`src/rtl/deerp_pkg.sv`:
```
package deerp_pkg;

   // ==========================================================
   // Geometry of the data array
   // ==========================================================
   localparam int EE_ADDR_W  = 7;               // 128 bytes of array
   localparam int ROW_LSB_W  = 5;               // 32 bytes per row
   localparam int ROW_W      = EE_ADDR_W - ROW_LSB_W;
   localparam int ROW_BYTES  = 32;
   localparam int ROWS       = 4;

   // ==========================================================
   // Register port map
   // ==========================================================
   localparam logic [7:0] REG_CTRL_STATUS = 8'h30;  // Write-gate and program control
   localparam int         BIT_GO          = 0;      // Programming start / busy
   localparam int         BIT_GATE        = 1;      // Write mode
   localparam logic [7:0] CTRL_RESET      = 8'h00;

   // ==========================================================
   // Timing of the internal programming cycle
   // ==========================================================
   localparam int CLK_MHZ     = 40;
   localparam int ERASE_US    = 3;                  // Erase phase length
   localparam int PROGRAM_US  = 3;                  // Program phase length
   localparam int ERASE_CYC   = ERASE_US * CLK_MHZ;
   localparam int PROGRAM_CYC = PROGRAM_US * CLK_MHZ;
   localparam int TMR_W       = 8;

   // ==========================================================
   // Sequencer states (Gray along idle-erase-program-done)
   // ==========================================================
   typedef enum logic [1:0] {
      DEERP_IDLE  = 2'b00,
      DEERP_ERASE = 2'b01,
      DEERP_PROG  = 2'b11,
      DEERP_DONE  = 2'b10
   } deerp_state_e;

   // Memory bus request from the core
   typedef struct packed {
      logic                 rd;
      logic                 wr;
      logic [EE_ADDR_W-1:0] addr;
      logic [7:0]           wdata;
   } deerp_mreq_s;

endpackage

```
`src/rtl/deerp_latches.sv`:
```
`timescale 1ns/1ps
`default_nettype none

// Row latch bank: 32 write-only bytes, each AND-accumulating.
module deerp_latches
   import deerp_pkg::*;
(
   input  wire logic                 clock,
   input  wire logic                 rstn,
   input  wire logic                 clr,
   input  wire logic                 wr,
   input  wire logic [ROW_LSB_W-1:0] sel,
   input  wire logic [7:0]           wdata,
   output logic [ROW_BYTES*8-1:0]    row_data,
   output logic [ROW_BYTES-1:0]      row_used
);
   // ==========================================================
   // Per-byte latches
   // ==========================================================
   genvar i;
   generate
      for (i = 0; i < ROW_BYTES; i++) begin : g_lat
         // Cleared bytes sit at all-ones so an AND merge is exact
         always_ff @(posedge clock) begin
            if (!rstn || clr) begin
               row_data[i*8 +: 8] <= 8'hff;
               row_used[i]        <= 1'b0;
            end else if (wr && sel == ROW_LSB_W'(i)) begin
               row_data[i*8 +: 8] <= row_data[i*8 +: 8] & wdata;
               row_used[i]        <= 1'b1;
            end
         end
      end
   endgenerate

endmodule

`default_nettype wire

```
`src/rtl/deerp_top.sv`:
```
`timescale 1ns/1ps
`default_nettype none

// Notes on behaviour
// - Read mode: array reads like ROM
// - Write mode: writes fill 32 row latches
// - Start commits all latched bytes at once
// - Row taken from last latched write
// - Completion clears start and write bits together
// - Latches cleared only at reset, end or gate fall
// - Repeated writes AND together
// - Latches are never readable
// - Internally timed chained erase then program
// - Readout guard blocks reads and writes
// - Guard removal erases whole array first
// - Flash lock does not block array programming
// - Read in write mode leaves bus undriven
// - Write in read mode ignored
// - Gate clear refused while programming
// - Wait entered when idle, else after cycle
module deerp_top
   import deerp_pkg::*;
(
   input  wire logic        clock,
   input  wire logic        rstn,
   // Control register port
   input  wire logic [7:0]  reg_addr,
   input  wire logic [7:0]  reg_wdata,
   input  wire logic        reg_wr,
   input  wire logic        reg_rd,
   output logic [7:0]       reg_rdata,
   // Memory bus from the core
   input  wire deerp_pkg::deerp_mreq_s mreq,
   output logic [7:0]       mem_rdata,
   output logic             mem_rdata_oe,
   // Option bits and power control
   input  wire logic        readout_guard_option,
   input  wire logic        flash_lock_option,
   input  wire logic        guard_remove_req,
   input  wire logic        wait_req,
   output logic             wait_ack,
   output logic             guard_erase_busy
);
   import deerp_pkg::*;

   // ==========================================================
   // State
   // ==========================================================
   logic                 write_gate_flag_r;     // Write mode
   logic                 program_cycle_flag_r;  // Programming running
   deerp_state_e         state_r;               // Sequencer
   logic [TMR_W-1:0]     tmr_r;                 // Phase timer
   logic [ROW_W-1:0]     row_r;                 // Row of last latched write
   logic [7:0]           col_rd [0:ROW_BYTES-1];  // Addressed row, one byte per column
   logic                 wipe_r;                // Whole-array erase pending
   logic [ROW_W-1:0]     wipe_row_r;            // Row being wiped
   logic                 guard_q1_r;            // Option synchroniser
   logic                 guard_r;
   logic                 wait_r;
   logic [ROW_BYTES*8-1:0] row_data;
   logic [ROW_BYTES-1:0]   row_used;
   logic                 lat_clr;
   logic                 lat_wr;
   logic                 cyc_end;
   logic                 gate_fall;
   logic                 ctrl_wr;

   // The flash lock is deliberately not consulted anywhere here
   logic unused_lock;
   assign unused_lock = flash_lock_option;

   // ==========================================================
   // Decode
   // ==========================================================
   assign ctrl_wr = reg_wr && reg_addr == REG_CTRL_STATUS;
   // Writes only latch in write mode, outside a cycle, unguarded
   assign lat_wr  = mreq.wr && write_gate_flag_r && !program_cycle_flag_r
                    && !guard_r && !wipe_r;
   assign cyc_end = state_r == DEERP_DONE;
   assign gate_fall = ctrl_wr && !reg_wdata[BIT_GATE] && write_gate_flag_r
                      && !program_cycle_flag_r;
   assign lat_clr = cyc_end || gate_fall;

   // ==========================================================
   // Option synchroniser: option levels come from outside logic
   // ==========================================================
   always_ff @(posedge clock) begin
      if (!rstn) begin
         guard_q1_r <= 1'b0;
         guard_r    <= 1'b0;
      end else begin
         guard_q1_r <= readout_guard_option;
         guard_r    <= guard_q1_r;
      end
   end

   // ==========================================================
   // Control bits
   // ==========================================================
   always_ff @(posedge clock) begin
      if (!rstn) begin
         write_gate_flag_r    <= 1'b0;
         program_cycle_flag_r <= 1'b0;
      end else if (cyc_end) begin
         // Both bits drop on the same edge
         write_gate_flag_r    <= 1'b0;
         program_cycle_flag_r <= 1'b0;
      end else if (ctrl_wr) begin
         // Setting the gate needs no condition; clearing needs idle
         if (reg_wdata[BIT_GATE])
            write_gate_flag_r <= 1'b1;
         else if (!program_cycle_flag_r)
            write_gate_flag_r <= 1'b0;
         // Start only counts in write mode or with the gate bit in the same write, unguarded and not wiping
         if (reg_wdata[BIT_GO] && (write_gate_flag_r || reg_wdata[BIT_GATE])
             && !guard_r && !wipe_r)
            program_cycle_flag_r <= 1'b1;
      end
   end

   // ==========================================================
   // Register read: one cycle after the strobe
   // ==========================================================
   always_ff @(posedge clock) begin
      if (!rstn) begin
         reg_rdata <= CTRL_RESET;
      end else if (reg_rd && reg_addr == REG_CTRL_STATUS) begin
         reg_rdata <= {6'h00, write_gate_flag_r, program_cycle_flag_r};
      end else begin
         reg_rdata <= 8'h00;
      end
   end

   // ==========================================================
   // Row capture
   // ==========================================================
   always_ff @(posedge clock) begin
      if (!rstn) begin
         row_r <= '0;
      end else if (lat_wr) begin
         row_r <= mreq.addr[EE_ADDR_W-1:ROW_LSB_W];
      end
   end

   // ==========================================================
   // Row latches
   // ==========================================================
   deerp_latches u_lat (
      .clock    (clock),
      .rstn     (rstn),
      .clr      (lat_clr),
      .wr       (lat_wr),
      .sel      (mreq.addr[ROW_LSB_W-1:0]),
      .wdata    (mreq.wdata),
      .row_data (row_data),
      .row_used (row_used)
   );

   // ==========================================================
   // Programming sequencer: erase then program, no software pacing
   // ==========================================================
   always_ff @(posedge clock) begin
      if (!rstn) begin
         state_r <= DEERP_IDLE;
         tmr_r   <= '0;
      end else begin
         case (state_r)
            DEERP_IDLE: begin
               if (program_cycle_flag_r) begin
                  state_r <= DEERP_ERASE;
                  tmr_r   <= TMR_W'(ERASE_CYC - 1);
               end
            end
            DEERP_ERASE: begin
               if (tmr_r == '0) begin
                  state_r <= DEERP_PROG;
                  tmr_r   <= TMR_W'(PROGRAM_CYC - 1);
               end else begin
                  tmr_r <= tmr_r - 1'b1;
               end
            end
            DEERP_PROG: begin
               if (tmr_r == '0)
                  state_r <= DEERP_DONE;
               else
                  tmr_r <= tmr_r - 1'b1;
            end
            DEERP_DONE: begin
               state_r <= DEERP_IDLE;
            end
            default: begin
               state_r <= DEERP_IDLE;
            end
         endcase
      end
   end

   // ==========================================================
   // Guard removal wipe: one row per cycle, all rows to erased
   // ==========================================================
   always_ff @(posedge clock) begin
      if (!rstn) begin
         wipe_r     <= 1'b0;
         wipe_row_r <= '0;
      end else if (!wipe_r) begin
         if (guard_remove_req && !program_cycle_flag_r) begin
            wipe_r     <= 1'b1;
            wipe_row_r <= '0;
         end
      end else begin
         wipe_row_r <= wipe_row_r + 1'b1;
         if (wipe_row_r == ROW_W'(ROWS - 1))
            wipe_r <= 1'b0;
      end
   end
   assign guard_erase_busy = wipe_r;

   // ==========================================================
   // Cell array: committed in one step at the end of the cycle
   // ==========================================================
   genvar b;
   generate
      for (b = 0; b < ROW_BYTES; b++) begin : g_cell
         logic [7:0] cell_r [0:ROWS-1];  // One byte column of every row
         // Each column owns its own array, so every array has a single writer
         always_ff @(posedge clock) begin
            if (wipe_r) begin
               cell_r[wipe_row_r] <= 8'hff;
            end else if (state_r == DEERP_PROG && tmr_r == '0 && row_used[b]) begin
               // Only bytes the user latched change; others keep contents
               cell_r[row_r] <= row_data[b*8 +: 8];
            end
         end
         // Column byte of the row the core is addressing
         assign col_rd[b] = cell_r[mreq.addr[EE_ADDR_W-1:ROW_LSB_W]];
      end
   endgenerate

   // ==========================================================
   // Memory read: latches are never on this path
   // ==========================================================
   always_ff @(posedge clock) begin
      if (!rstn) begin
         mem_rdata    <= 8'h00;
         mem_rdata_oe <= 1'b0;
      end else if (mreq.rd && !write_gate_flag_r && !guard_r && !wipe_r) begin
         mem_rdata    <= col_rd[mreq.addr[ROW_LSB_W-1:0]];
         mem_rdata_oe <= 1'b1;
      end else begin
         // Write mode or guarded: bus left undriven
         mem_rdata    <= 8'h00;
         mem_rdata_oe <= 1'b0;
      end
   end

   // ==========================================================
   // Wait handling: a running cycle always finishes first
   // ==========================================================
   always_ff @(posedge clock) begin
      if (!rstn)
         wait_r <= 1'b0;
      else
         wait_r <= wait_req && !program_cycle_flag_r;
   end
   assign wait_ack = wait_r;

endmodule

`default_nettype wire

```
`config.mk`:
```
export PLATFORM = sky130hd
export DESIGN_NAME = deerp_top
export DESIGN_NICKNAME = d
export VERILOG_FILES = /design/src/rtl/deerp_pkg.sv /design/src/rtl/deerp_latches.sv /design/src/rtl/deerp_top.sv
export SDC_FILE = /design/constraint.sdc
export NUM_CORES = 2
export LEC_CHECK = 0
export ABC_AREA = 1
export ABC_CLOCK_PERIOD_IN_PS = 3300
export BUFFER_PORTS_ARGS = -buffer_cell sky130_fd_sc_hd__buf_2
export CORE_MARGIN = 3
export CORE_UTILIZATION = 47
export CTS_BUF_LIST = sky130_fd_sc_hd__clkbuf_16
export CTS_CLUSTER_DIAMETER = 80
export DETAILED_ROUTE_END_ITERATION = 8
export HOLD_SLACK_MARGIN = 0.08
export PLACE_DENSITY = 0.66
export SYNTH_ARGS = -nofsm -noshare
export SYNTH_HDL_FRONTEND = slang
export SYNTH_SLANG_ARGS = --single-unit
```
`constraint.sdc`:
```
create_clock -name clock -period 3.3 [get_ports clock]
set_input_delay 0.825 -clock clock [delete_from_list [all_inputs] [get_ports clock]]
set_output_delay 0.825 -clock clock [all_outputs]
set_load 0.01 [all_outputs]
```
==> results.txt <==
----------------------------------------------------
[Route]
  DRC violation count after routing ... 0
  DR vias/cell ... approximately 5.2
  Post-route ant nets ... 0
  Via count ... roughly 40000
  Total wirelength of the detailed-routed design ... about 150000 um
  Count of routing violations after the opening detailed-route iteration ... 4075
  Routed wirelength normalized by instance count ... 19.3 um
  Number of detailed-route iterations in the first pass ... 6

[Run status]
  Run status ... complete, no violations

[Worst setup path]
  Worst path slowest cell ... buf_12
  Maximum fanout along the worst path ... 64
  Worst setup path category ... register to register
  Cell occurring most often along the worst timing path ... nand2_1
  Worst reg2reg startpoint ... tmr_r[0]
  Origin of the worst setup path ... tmr_r[0]
  Arrival time at the worst endpoint ... around 3.3 ns
  Register-to-register path setup slack ... 0.46 ns
  Startpoint type of the worst setup path ... register
  Cell type group with the largest total delay on the critical path ... simple AND/OR/NAND/NOR gates
  CP max stage delay ... 0.47 ns
  Reg-to-Reg End ... g_cell[0].cell_r[3][4]
  R2R depth ... 14
  Critical Path, Cell by Cell ... inv_1 -> ha_1 -> nor3b_1 -> nand2_1 -> inv_2 -> nand3_4 -> buf_12 -> nor2_1 -> nand2_1 -> nand2_1 -> o21ai_1 -> inv_1 -> nor2_1 -> buf_4
  CP Data Required Time ... ~3.7 ns
  Buffers & Inverters on Critical Path ... 5
  CP endpoint kind ... register

[Yosys]
  Netlist Area Pre-Place ... around 56000 um^2
  Average cell area after synthesis ... 9.82 um^2
  Seq cells post-synth ... around 1300
  Synth Warn # ... 0
  Cell type with the highest aggregate area in the netlist ... edfxtp_1
  Area fraction of the dominant cell type after synthesis ... 0.547
  Netlist cell types ... 33
  Syn Inst Count ... 5722
  Sequential fraction of the synthesis area ... 0.661
  Largest cells by area after synthesis ... edfxtp_1 55%, nand2_1 11%, dfxtp_1 11%, o21ai_0 5.1%, nor2_1 4.3%

[Finish]
  Final design instance area without fill ... ~64000 um^2
  Relative area change from synthesis to final layout ... 14.1%
  Utilization after layout ... 0.541
  Share of post-route cells with drive strength above 1 ... 0.146
  Commonest cells after routing, fill and taps aside ... 1701 x nand2_1, 1024 x edfxtp_1, 648 x nor2_1, 567 x o21ai_0, 441 x inv_1
  Number of nets at the end of the flow ... slightly below 6000
  Most common cell after layout, fill and taps aside ... nand2_1

[CTS]
  Clock net sink count ... 1343
  Post-CTS Hold Fix Bufs ... 0
  Root Driver ... clkbuf_16
  H-tree level count ... 4
  Inserted Clock Buffers ... approximately 140
  Deepest clock path buffer count ... 3
  Clk_lat worst skew ... between 0.7 and 0.8 ns
  Post-CTS clock slew at the launch and capture registers of the worst setup and hold paths ... roughly 0.060 ns
  Number of buffers inserted to repair setup after CTS ... 0
  Clock tree from TritonCTS ... done
  Post-CTS sizing ... 0

[Floorplanning]
  Die ar. ... about 120000 um^2
  Number of top-level design ports ... 60
  Floorplan row count ... around 130
  Vert. Die Dim ... around 350 um
  CORE AREA ... around 120000 um^2
  Initial core utilization ... 0.474
  Die W ... 352 um

[GRT]
  All-layer global routing usage ... 0.238
  Via count of the first global-routing pass ... between 30000 and 40000
  Initial antenna violation count ... 8
  First-pass GRT wire length ... 222000 um
  Congestion Overflow GR ... 0
  Largest net degree at the start of global routing ... between 100 and 150

[Placement]
  IO Port Bufs ... 46
  Final weighted congestion in routability-driven placement ... 0.835
  HPWL reported at the end of detailed placement ... 91400 um
  Area after detailed placement ... 59600 um^2
  DP Worst Slack ... about 0.29 ns

[STA]
  Period minus WS final ... 2.84 ns
  Largest clock skew in the final design ... 0.0243 ns
  Unrepaired setup endpoints after global routing ... false
  Aggregate negative setup slack ... 0 ns
  Final worst path period share ... 0.862
  Highest Clock Rate ... approximately 0.35 GHz
  Setup slack of the critical path after layout ... 0.456 ns
  Slew HR ... 0.404
  Pins Over Slew Limit ... 0
  Slew at the pin with the worst max-slew slack ... approximately 0.89 ns
  Total setup violations reported at the end of the flow ... 0
  Fin. Hold Viols ... 0

[Pwr]
  Register share of total power ... 0.512
  Switching power share of the total ... 0.225
  Leakage ... about 25 nW
  Maximum ir drop on the vdd rail ... just over 500 uV
  Clk network pwr share ... 0.425
  Power share of the combinational group ... 0.063
  Internal power ... 27.5 mW
  Power density over the cells ... 555 nW/um^2
  P_sw ... ~8 mW

[Min path]
  Worst hold-check path type ... primary input to register
  Hold Startpoint ... readout_guard_option
  Worst min-delay path endpoint ... guard_q1_r
  Hold Path Depth ... 3

[Job]
  Max-capacitance violation count ... 0

----------------------------------------------------
-- cell families after synthesis --
kind of cell / share of synthesized area
DFF: 0.661
buffers and inverters: 0.0532
and+or+nand+nor: 0.218
xor gates and xnor gates: 0.000156
adders and majority gates: 0.000668
other: 0.0000668
AOI/OAI and AO/OA: 0.0673
-- power groups by stage --
stage / clock network [mW] / logic [mW] / registers [mW]
after global placement: 0 / 2.20 / 18.5
after global routing: 16.0 / 2.43 / 18.2
after floorplan: 0 / 1.23 / 18.5
after detailed placement: 0 / 2.23 / 18.5
after CTS: 15.3 / 2.24 / 18.2
final: 15.1 / 2.25 / 18.2
-- cells in the mapped netlist --
cell / n
o2111ai_1: 1
o21ai_1: 23
buf_1: 40
o21ai_0: 567
o21ai_2: 25
o21bai_1: 1
buf_2: 121
conb_1: 1
nand4_1: 2
nor3b_1: 1
nor3_1: 3
a31oi_1: 36
a21oi_1: 58
clkbuf_1: 111
inv_1: 402
clkinv_1: 3
nand3_1: 253
buf_6: 8
a211oi_1: 1
nand3_4: 1
nand2_2: 26
dfxtp_1: 319
nor2_2: 2
o22ai_1: 11
inv_2: 31
xnor2_1: 1
ha_1: 3
or2_2: 256
nand2_1: 1702
edfxtp_1: 1024
nor2_4: 26
nor2_1: 651
buf_4: 12
-- tightest hold or removal path, delay by kind of cell --
family	cells	cell delay, ns
buf+inv	2	0.11
simple gates	1	0.04
-- sequential cells by signal (all words and copies together) (netlist names) --
signal	cells
guard_r	1
u_lat.row_data	256
tmr_r	8
program_cycle_flag_r	1
guard_erase_busy	1
reg_rdata	2
mem_rdata_oe	1
mem_rdata	8
guard_q1_r	1
state_r	2
u_lat.row_used	32
wait_ack	1
wipe_row_r	2
row_r	2
g_cell.cell_r	1024
write_gate_flag_r	1
-- through the flow --
| stage | instances | hold WS, ns | power [mW] |
|---|---|---|---|
| after detailed placement | 7344 | 0.402 | 20.8 |
| after global routing | 7601 | 0.281 | 36.6 |
| after CTS | 7601 | 0.241 | 35.7 |
| after floorplan | 5727 | 0.390 | 19.8 |
| final | 7605 | 0.286 | 35.5 |
| after global placement | 7344 | 0.400 | 20.7 |
-- area by class of cell --
type | count | area (um^2)
antenna | 4 | 10.0
clock buffer | 149 | 3730
clock inverter | 108 | 729
fill | 10200 | 54300
inverter | 436 | 1660
multi-input combinational | 3656 | 16100
sequential | 1343 | 37100
tap | 1600 | 2000
timing repair buffer | 309 | 2710
-- worst max path at each step --
stage,end,slack (ns),cells past startpoint
final,g_cell[0].cell_r[3][4],0.46,14
after global routing,g_cell[0].cell_r[3][3],0.18,13
after CTS,g_cell[0].cell_r[3][3],0.48,14
after detailed placement,mem_rdata[7],0.29,11
after global placement,mem_rdata[7],0.26,12
after floorplan,g_cell[17].cell_r[3][0],0.98,12
-- metal layers --
layer | share of wire | wire length [um] | track usage | vias to the layer above
li1 | - | - | - | 19100
met1 | 0.42 | 61000 | 0.329 | 19000
met2 | 0.47 | 69600 | 0.388 | 1464
met3 | 0.083 | 12100 | 0.0351 | 256
met4 | 0.028 | 4110 | 0.0810 | 2
met5 | 0.000088 | 13 | 0 | -
(Power assumes the default switching activity.)
